<file path="src/nvs_pkg.sv">
/*
  Package for the self-programming sequencer: unlock keys, address windows,
  latch layout, reset values and the request carried to the memory arrays.
  Assumes the arrays answer each erase or write request with a done pulse.
*/
package nvs_pkg;

  // ----------------------------------------------------------------------
  // Unlock keys and reset values
  // ----------------------------------------------------------------------
  localparam logic [7:0] NVS_KEY_FIRST = 8'h55;
  localparam logic [7:0] NVS_KEY_SECOND = 8'hAA;
  localparam logic [13:0] NVS_LATCH_BLANK = 14'h3FFF;
  localparam logic [13:0] NVS_DATA_RESET = 14'h0000;
  localparam logic [7:0] NVS_ADDR_RESET = 8'h00;

  // ----------------------------------------------------------------------
  // Latch and row layout
  // ----------------------------------------------------------------------
  localparam int NVS_LATCH_COUNT = 32;
  localparam int NVS_LATCH_BITS = 5;
  localparam logic [4:0] NVS_LATCH_LAST = 5'h1F;

  // ----------------------------------------------------------------------
  // Configuration space windows
  // ----------------------------------------------------------------------
  localparam logic [15:0] NVS_UID_LO = 16'h8000;
  localparam logic [15:0] NVS_UID_HI = 16'h8003;
  localparam logic [15:0] NVS_ID_LO = 16'h8005;
  localparam logic [15:0] NVS_CFG_HI = 16'h800B;
  localparam logic [15:0] NVS_EE_LO = 16'hF000;
  localparam logic [15:0] NVS_EE_HI = 16'hF0FF;

  // ----------------------------------------------------------------------
  // Unlock progress and array request
  // ----------------------------------------------------------------------
  localparam logic [1:0] NVS_UNLOCK_IDLE = 2'h0;
  localparam logic [1:0] NVS_UNLOCK_HALF = 2'h1;
  localparam logic [1:0] NVS_UNLOCK_ARMED = 2'h2;

  typedef enum logic [1:0] {
    NVS_OP_READ,
    NVS_OP_ERASE_ROW,
    NVS_OP_ERASE_WORD,
    NVS_OP_WRITE_WORD
  } nvs_op_t;

  typedef struct packed {
    logic valid;
    logic cfg_space;
    nvs_op_t op;
    logic [15:0] addr;
    logic [13:0] data;
  } nvs_req_t;

endpackage

</file>
<file path="src/nvs_sequencer.sv">
/*
  Self-programming sequencer: unlock tracking, EEPROM word write with implicit
  erase, row erase, write-latch loading, row programming and register reads.
  Assumes the arrays return read data combinationally, in the same cycle as the read request, and
  pulse arr_done_i once per erase or write request.
*/
`timescale 1ns/1ps

// Functional notes
// - Keys 55h then AAh, then go
// - EEPROM write erases word, then writes
// - EEPROM runs unstalled; done clears go, flags
// - Clearing go during EEPROM write ignored
// - Flash erase is whole row only
// - Flash write never erases first
// - Protected erase clears go, skipped
// - Erase stalls CPU, then sets done
// - Erase blanks latches; enable untouched
// - Row from high/low bits; latch index
// - Programming limited to one row
// - Latches blank when an operation sets done
// - Latch-only mode loads one latch
// - Otherwise load last latch, program row
// - Broken unlock starts nothing
// - Read returns data next cycle, self-clears
// - Code protection blocks all accesses
// - Unmapped config read clears data
// - Flash erase and row write stall CPU until done
module nvs_sequencer (
  // Clock and reset
  input wire logic clk_i,
  input wire logic rst_n_i,
  // Control bits
  input wire logic config_space_select_i,
  input wire logic program_enable_i,
  input wire logic latch_only_load_i,
  input wire logic row_erase_select_i,
  input wire logic nvm_done_irq_enable_i,
  input wire logic code_protect_i,
  input wire logic write_protect_i,
  // Software strobes
  input wire logic key_wr_i,
  input wire logic [7:0] key_data_i,
  input wire logic other_access_i,
  input wire logic prog_go_set_i,
  input wire logic prog_go_clr_i,
  input wire logic read_go_set_i,
  input wire logic done_clr_i,
  // Address and data registers
  input wire logic [7:0] target_addr_high_i,
  input wire logic [7:0] target_addr_low_i,
  input wire logic word_data_high_we_i,
  input wire logic word_data_low_we_i,
  input wire logic [7:0] byte_wdata_i,
  // Array answers
  input wire logic [13:0] arr_rdata_i,
  input wire logic arr_done_i,
  // Status
  output logic prog_go_o,
  output logic read_go_o,
  output logic nvm_done_flag_o,
  output logic irq_o,
  output logic cpu_stall_o,
  output logic [13:0] word_data_o,
  // Array request
  output nvs_pkg::nvs_req_t nvm_req_o
);
  import nvs_pkg::*;

  // ----------------------------------------------------------------------
  // State
  // ----------------------------------------------------------------------
  typedef enum logic [2:0] {
    ST_IDLE, ST_READ, ST_ERASE, ST_EE_ERASE, ST_EE_WRITE, ST_LATCH, ST_PROG, ST_FINISH
  } nvs_state_t;

  nvs_state_t state_reg, state_next;
  logic [1:0] unlock_reg, unlock_next;
  logic wait_reg, wait_next;
  logic [4:0] idx_reg, idx_next;
  logic go_reg, go_next;
  logic rd_reg, rd_next;
  logic done_reg, done_next;
  logic irq_reg, irq_next;
  logic stall_reg, stall_next;
  logic [13:0] data_reg, data_next;
  nvs_req_t req_reg, req_next;
  logic [13:0] latch_mem [NVS_LATCH_COUNT];
  logic latch_we, latch_clear;

  logic [15:0] addr;
  logic [9:0] row;
  logic [4:0] lidx;
  logic in_uid, in_ee, readable, armed;

  assign addr = {target_addr_high_i, target_addr_low_i};
  assign row = {target_addr_high_i[6:0], target_addr_low_i[7:5]};
  assign lidx = target_addr_low_i[4:0];
  assign in_uid = (addr >= NVS_UID_LO) && (addr <= NVS_UID_HI);
  assign in_ee = (addr >= NVS_EE_LO) && (addr <= NVS_EE_HI);
  assign readable = in_uid || in_ee || ((addr >= NVS_ID_LO) && (addr <= NVS_CFG_HI));
  assign armed = (unlock_reg == NVS_UNLOCK_ARMED);

  // ----------------------------------------------------------------------
  // Unlock tracking
  // ----------------------------------------------------------------------
  always_comb begin
    unlock_next = unlock_reg;
    if (key_wr_i) begin
      if (key_data_i == NVS_KEY_FIRST) begin
        unlock_next = NVS_UNLOCK_HALF;
      end else if (key_data_i == NVS_KEY_SECOND && unlock_reg == NVS_UNLOCK_HALF) begin
        unlock_next = NVS_UNLOCK_ARMED;
      end else begin
        unlock_next = NVS_UNLOCK_IDLE;
      end
    end else if (other_access_i || prog_go_set_i) begin
      unlock_next = NVS_UNLOCK_IDLE;
    end
  end

  // ----------------------------------------------------------------------
  // Sequencer
  // ----------------------------------------------------------------------
  always_comb begin
    state_next = state_reg;
    wait_next = wait_reg;
    idx_next = idx_reg;
    go_next = go_reg;
    rd_next = 1'b0;
    done_next = done_reg;
    data_next = data_reg;
    req_next = '0;
    latch_we = 1'b0;
    latch_clear = 1'b0;
    if (done_clr_i) begin
      done_next = 1'b0;
    end
    if (word_data_low_we_i) begin
      data_next[7:0] = byte_wdata_i;
    end
    if (word_data_high_we_i) begin
      data_next[13:8] = byte_wdata_i[5:0];
    end
    unique case (state_reg)
      ST_IDLE: begin
        wait_next = 1'b0;
        idx_next = '0;
        if (read_go_set_i && !code_protect_i) begin
          if (config_space_select_i && !readable) begin
            data_next = NVS_DATA_RESET;
          end else begin
            req_next = '{1'b1, config_space_select_i, NVS_OP_READ, addr, 14'h0000};
            rd_next = 1'b1;
            state_next = ST_READ;
          end
        end else if (prog_go_set_i && armed && program_enable_i && !code_protect_i) begin
          // Any failed unlock, missing enable, code protection or write-protected flash erase leaves go low.
          if (config_space_select_i && in_ee) begin
            go_next = 1'b1;
            state_next = ST_EE_ERASE;
          end else if (config_space_select_i && !in_uid) begin
            go_next = 1'b0;
          end else if (row_erase_select_i) begin
            if (!config_space_select_i && write_protect_i) begin
              go_next = 1'b0;
            end else begin
              go_next = 1'b1;
              state_next = ST_ERASE;
            end
          end else begin
            go_next = 1'b1;
            latch_we = 1'b1;
            state_next = latch_only_load_i ? ST_LATCH : ST_PROG;
          end
        end
      end
      ST_READ: begin
        data_next = arr_rdata_i;
        state_next = ST_IDLE;
      end
      ST_ERASE: begin
        if (!wait_reg) begin
          // A whole row is the only erase unit for flash.
          req_next = '{1'b1, config_space_select_i, NVS_OP_ERASE_ROW,
                       {target_addr_high_i, row[2:0], 5'h00}, 14'h0000};
          wait_next = 1'b1;
        end else if (arr_done_i) begin
          state_next = ST_FINISH;
        end
      end
      ST_EE_ERASE: begin
        if (!wait_reg) begin
          req_next = '{1'b1, 1'b1, NVS_OP_ERASE_WORD, addr, 14'h0000};
          wait_next = 1'b1;
        end else if (arr_done_i) begin
          wait_next = 1'b0;
          state_next = ST_EE_WRITE;
        end
      end
      ST_EE_WRITE: begin
        if (!wait_reg) begin
          req_next = '{1'b1, 1'b1, NVS_OP_WRITE_WORD, addr, data_reg};
          wait_next = 1'b1;
        end else if (arr_done_i) begin
          state_next = ST_FINISH;
        end
      end
      ST_LATCH: begin
        go_next = 1'b0;
        state_next = ST_IDLE;
      end
      ST_PROG: begin
        if (!wait_reg) begin
          // Plain word writes, no erase, confined to the addressed row.
          req_next = '{1'b1, config_space_select_i, NVS_OP_WRITE_WORD,
                       {target_addr_high_i, row[2:0], idx_reg}, latch_mem[idx_reg]};
          wait_next = 1'b1;
        end else if (arr_done_i) begin
          wait_next = 1'b0;
          if (idx_reg == NVS_LATCH_LAST) begin
            state_next = ST_FINISH;
          end else begin
            idx_next = idx_reg + 5'h01;
          end
        end
      end
      ST_FINISH: begin
        latch_clear = 1'b1;
        go_next = 1'b0;
        done_next = 1'b1;
        state_next = ST_IDLE;
      end
    endcase
    // Software cannot abort a running operation; prog_go_clr_i only matters in
    // the EEPROM states, where the CPU still runs, and is dropped there.
    // Program enable is an input here, so no operation can alter it.
    irq_next = done_next && nvm_done_irq_enable_i;
    // Stall is registered, so it follows the state that is being entered.
    stall_next = (state_next == ST_READ) || (state_next == ST_ERASE) ||
                 (state_next == ST_LATCH) || (state_next == ST_PROG) ||
                 (state_next == ST_FINISH && state_reg != ST_EE_WRITE);
  end

  always_ff @(posedge clk_i) begin
    if (!rst_n_i) begin
      state_reg <= ST_IDLE;
      unlock_reg <= NVS_UNLOCK_IDLE;
      wait_reg <= 1'b0;
      idx_reg <= '0;
      go_reg <= 1'b0;
      rd_reg <= 1'b0;
      done_reg <= 1'b0;
      irq_reg <= 1'b0;
      stall_reg <= 1'b0;
      data_reg <= NVS_DATA_RESET;
      req_reg <= '0;
    end else begin
      state_reg <= state_next;
      unlock_reg <= unlock_next;
      wait_reg <= wait_next;
      idx_reg <= idx_next;
      go_reg <= go_next;
      rd_reg <= rd_next;
      done_reg <= done_next;
      irq_reg <= irq_next;
      stall_reg <= stall_next;
      data_reg <= data_next;
      req_reg <= req_next;
    end
  end

  // ----------------------------------------------------------------------
  // Write latches
  // ----------------------------------------------------------------------
  // Erase never loads data into the latches; they are only blanked at the end.
  always_ff @(posedge clk_i) begin
    for (int i = 0; i < NVS_LATCH_COUNT; i++) begin
      if (!rst_n_i || latch_clear) begin
        latch_mem[i] <= NVS_LATCH_BLANK;
      end else if (latch_we && lidx == i[NVS_LATCH_BITS-1:0]) begin
        latch_mem[i] <= data_reg;
      end
    end
  end

  assign prog_go_o = go_reg;
  assign read_go_o = rd_reg;
  assign nvm_done_flag_o = done_reg;
  assign irq_o = irq_reg;
  assign cpu_stall_o = stall_reg;
  assign word_data_o = data_reg;
  assign nvm_req_o = req_reg;

endmodule

</file>
<file path="config.mk">
export PLATFORM = sky130hd
export DESIGN_NAME = nvs_sequencer
export DESIGN_NICKNAME = d
export VERILOG_FILES = /design/src/nvs_pkg.sv /design/src/nvs_sequencer.sv
export SDC_FILE = /design/constraint.sdc
export NUM_CORES = 1
export LEC_CHECK = 0
export BUFFER_PORTS_ARGS = -buffer_cell sky130_fd_sc_hd__buf_2
export CAP_MARGIN = 20
export CORE_ASPECT_RATIO = 0.7
export CORE_UTILIZATION = 25
export DETAILED_ROUTE_END_ITERATION = 6
export PLACE_DENSITY_LB_ADDON = 0.2
export SLEW_MARGIN = 10
export SYNTH_ARGS = -nofsm -noshare
export SYNTH_HDL_FRONTEND = slang
export SYNTH_SLANG_ARGS = --single-unit
</file>
<file path="constraint.sdc">
create_clock -name clk_i -period 8.1 [get_ports clk_i]
set_clock_uncertainty 0.15 [all_clocks]
set_input_delay 1.62 -clock clk_i [delete_from_list [all_inputs] [get_ports clk_i]]
set_output_delay 1.62 -clock clk_i [all_outputs]
set_load 0.02 [all_outputs]
</file>
==> reports/qor.yml <==
finish:
  synthToLayoutAreaGrowth_pct: 15.1
  fin_area_um2: 27200
  fin_nets: 1718
  regMostFlops: "latch_mem"
  largest_reg_flops: 448
  nFillCells: 9257
  drive_gt1_share_pct: 37.8
clock_network:
  path_clk_slew_ns: 0.06
  cts_htree_levels: 2
  post_cts_buffers: 0
  clock-root-buffer: "clkbuf_16"
  clockBufferDepth: 3
  insertion_delay_ns: 0.62
  cts-buffers-inserted: 53
  cts_num_sinks: 517
  tritoncts: "built"
  post_cts_resized: 0
  postCtsHoldBufs: 0
route:
  drtAntennaViolNets: 0
  viasPerCell: 4.59
  drc: 8
  wirelength_mm: 73.2
  vias: 13500
  drt-pass1-iter-count: 7
  wl_per_cell_um: 25.0
  drtIter0Drc: 1187
placement:
  gp_congestion: 0.792
  placed_area_um2: 25500
  dp_hpwl_mm: 46.2
  port_buffers: 115
timing:
  finalCritPeriodShare_pct: 65.2
  fmax_mhz: 189
  rsz0062_at_grt: "false"
  finalHoldViolCount: 0
  slew_headroom_pct: 25.0
  worst_slew_pin_slew_ns: 1.12
  post-route-min-period_ns: 5.28
  setup_tns_ns: 0
  slew_violations: 0
  setup_viol: 0
setup_path:
  arrival_ns: 5.36
  r2r_cells: 5
  worstPathCellList: "buf_2 -> nor4_2 -> nand4_4 -> a2111oi_4 -> nand3_1 -> o21ai_2"
  worst-endpoint-required_ns: 8.18
  cp_max_fo: 20
  critPathCaptureType: "flip-flop"
  crit_type: "in2reg"
  cp-start-kind: "input port"
  cpMaxStageDelayCell: "o21ai_2"
  slowest_delay_ns: 1.16
  r2r_setup_slack_ns: 4.28
  critPathBufInv: 1
  critPathTopFamily: "compound AO/OA/AOI/OAI gates"
  cp_num_cells: 6
yosys:
  synthFlopType: "edfxtp_1"
  ys.warnings.count: 0
  seq_area_frac_synth_pct: 62.8
  syn_inst: 1572
  netlist_area_um2: 23600
  ys_seq_elements: 517
  synth_nets: 1638
  synth_area_per_cell_um2: 15.0
  synthArstFlopShare_pct: 0
  synth_edf_count: 448
  ys_types: 64
pwr:
  p_leak_nw: 7.05
  ir_drop_uv: 144
  powerDensity_nw_per_um2: 205
global_route:
  grt_pass1_vias: 13700
  grt_max_degree: 87
  grt_antenna_before_repair: 5
  grt_usage_pct: 15.4
  grt_overflow: 0
  grt_pass1_wl_mm: 104
flow_run:
  cap_violations: 0
floorplanning:
  dieWidth_um: 369
  fp.dieArea_um2: 95700
  row_count: 93
  die_h_um: 259
  core-area_um2: 92700
  initial_utilization_pct: 25.5
  io_pins: 117
run_status:
  outcome: "complete, but fails checks"
  violations: "design-rule violations"
min_path:
  hold_depth: 2
  hp-class: "reg2reg"
layout by cell type (no fill, tap or decap), types with 5 or more instances in the layout:
master and count:
clkbuf_16 56, and2_1 13, nand2_4 18, buf_4 46, a31oi_1 5, mux4_2 140
nand2_1 67, nor2b_1 7, a22oi_1 14, o21ai_2 8, a21oi_1 12, mux2_2 14
o21ai_0 6, edfxtp_1 448, a32o_1 14, clkbuf_8 9, clkinv_2 8, nand3_1 13
nand2b_1 35, a22o_1 5, nor3_1 12, or2_1 200, buf_2 115, nor2_1 26
or3_1 15, clkbuf_1 19, or2_2 206, o21ai_1 24, dfxtp_1 66
logic make-up (layout without fill, tap and decap cells):
kind of cell | count (synthesis) | after routing | synth area share, %
XOR/XNOR | 3 | 3 | 0.111
other | 0 | 3 | 0
flip-flops | 517 | 517 | 62.8
AND/OR/NAND/NOR | 644 | 644 | 16.7
AO/OA/AOI/OAI | 108 | 108 | 3.16
buffers and inverters | 143 | 266 | 3.04
multiplexers | 155 | 155 | 14.1
adder cells (fa/ha/maj) | 2 | 2 | 0.106
per-layer routing:
| layer | vias up | GRT usage (%) | routed length [um] |
|---|---|---|---|
| met5 | - | 0 | 0 |
| met4 | 0 | 3.33 | 1240 |
| met3 | 82 | 4.74 | 5970 |
| met2 | 371 | 21.7 | 30500 |
| met1 | 7025 | 22.8 | 35600 |
| li1 | 5976 | - | - |
cell usage after synthesis (6+ instances only):
| cell type | number | area [um2] |
|---|---|---|
| edfxtp_1 | 448 | 13500 |
| or2_2 | 206 | 1290 |
| or2_1 | 200 | 1250 |
| mux4_2 | 140 | 3150 |
| clkbuf_1 | 92 | 345 |
| dfxtp_1 | 69 | 1380 |
| nand2_1 | 67 | 251 |
| o21ai_0 | 38 | 190 |
| nand2b_1 | 35 | 219 |
| nor2_1 | 26 | 97.6 |
| nand2_4 | 18 | 203 |
| buf_6 | 17 | 191 |
| buf_1 | 15 | 56.3 |
| or3_1 | 15 | 93.8 |
| a22oi_1 | 14 | 105 |
| a32o_1 | 14 | 140 |
| mux2_2 | 14 | 158 |
| and2_1 | 13 | 81.3 |
| nand3_1 | 13 | 65.1 |
| nor3_1 | 13 | 65.1 |
| a21oi_1 | 12 | 60.1 |
| nor2b_1 | 7 | 43.8 |
| clkbuf_2 | 6 | 30.0 |
worst paths after layout:
check	from	end
min	prog_go_o	prog_go_o
max	target_addr_low_i[4]	latch_mem[25][13]
min reg2reg	prog_go_o	prog_go_o
max reg2reg	unlock_reg[1]	latch_mem[25][13]
where the power goes:
part	leakage, nW	total, mW	internal, mW	switching [mW]
registers	3.59	2.89	2.89	0.00440
logic	2.63	0.228	0.0505	0.178
clock network	0.833	2.46	1.38	1.08
area by class of cell:
| type | count | area [um2] | area share (%) |
|---|---|---|---|
| clock buffers | 84 | 1600 | 5.87 |
| diodes | 3 | 7.51 | 0.0276 |
| repair buffers | 164 | 980 | 3.60 |
| flip-flops and latches | 517 | 14800 | 54.6 |
| clock inverters | 14 | 93.8 | 0.345 |
| inverters | 4 | 15.0 | 0.0552 |
| multi-input cells | 912 | 8100 | 29.8 |
| well taps | 1235 | 1550 | 5.69 |
worst min-delay path, cell delays in order, from the launching register on:
cell and delay, ns:
dfxtp_1 0.31, o211ai_1 0.08, a21oi_1 0.06
metrics by stage:
step	instances	setup WS, ns	hold WS (ns)	util, %	power, mW
finish	2933	2.82	0.351	29.3	5.57
floorplan	1572	3.37	0.318	-	3.06
global route	2931	2.60	0.381	29.3	5.75
detailed placement	2831	2.05	0.347	27.4	3.18
global placement	2830	2.11	0.336	27.4	3.18
CTS	2929	2.68	0.357	29.3	5.63
Note: power is estimated with default switching activity, not from simulation.
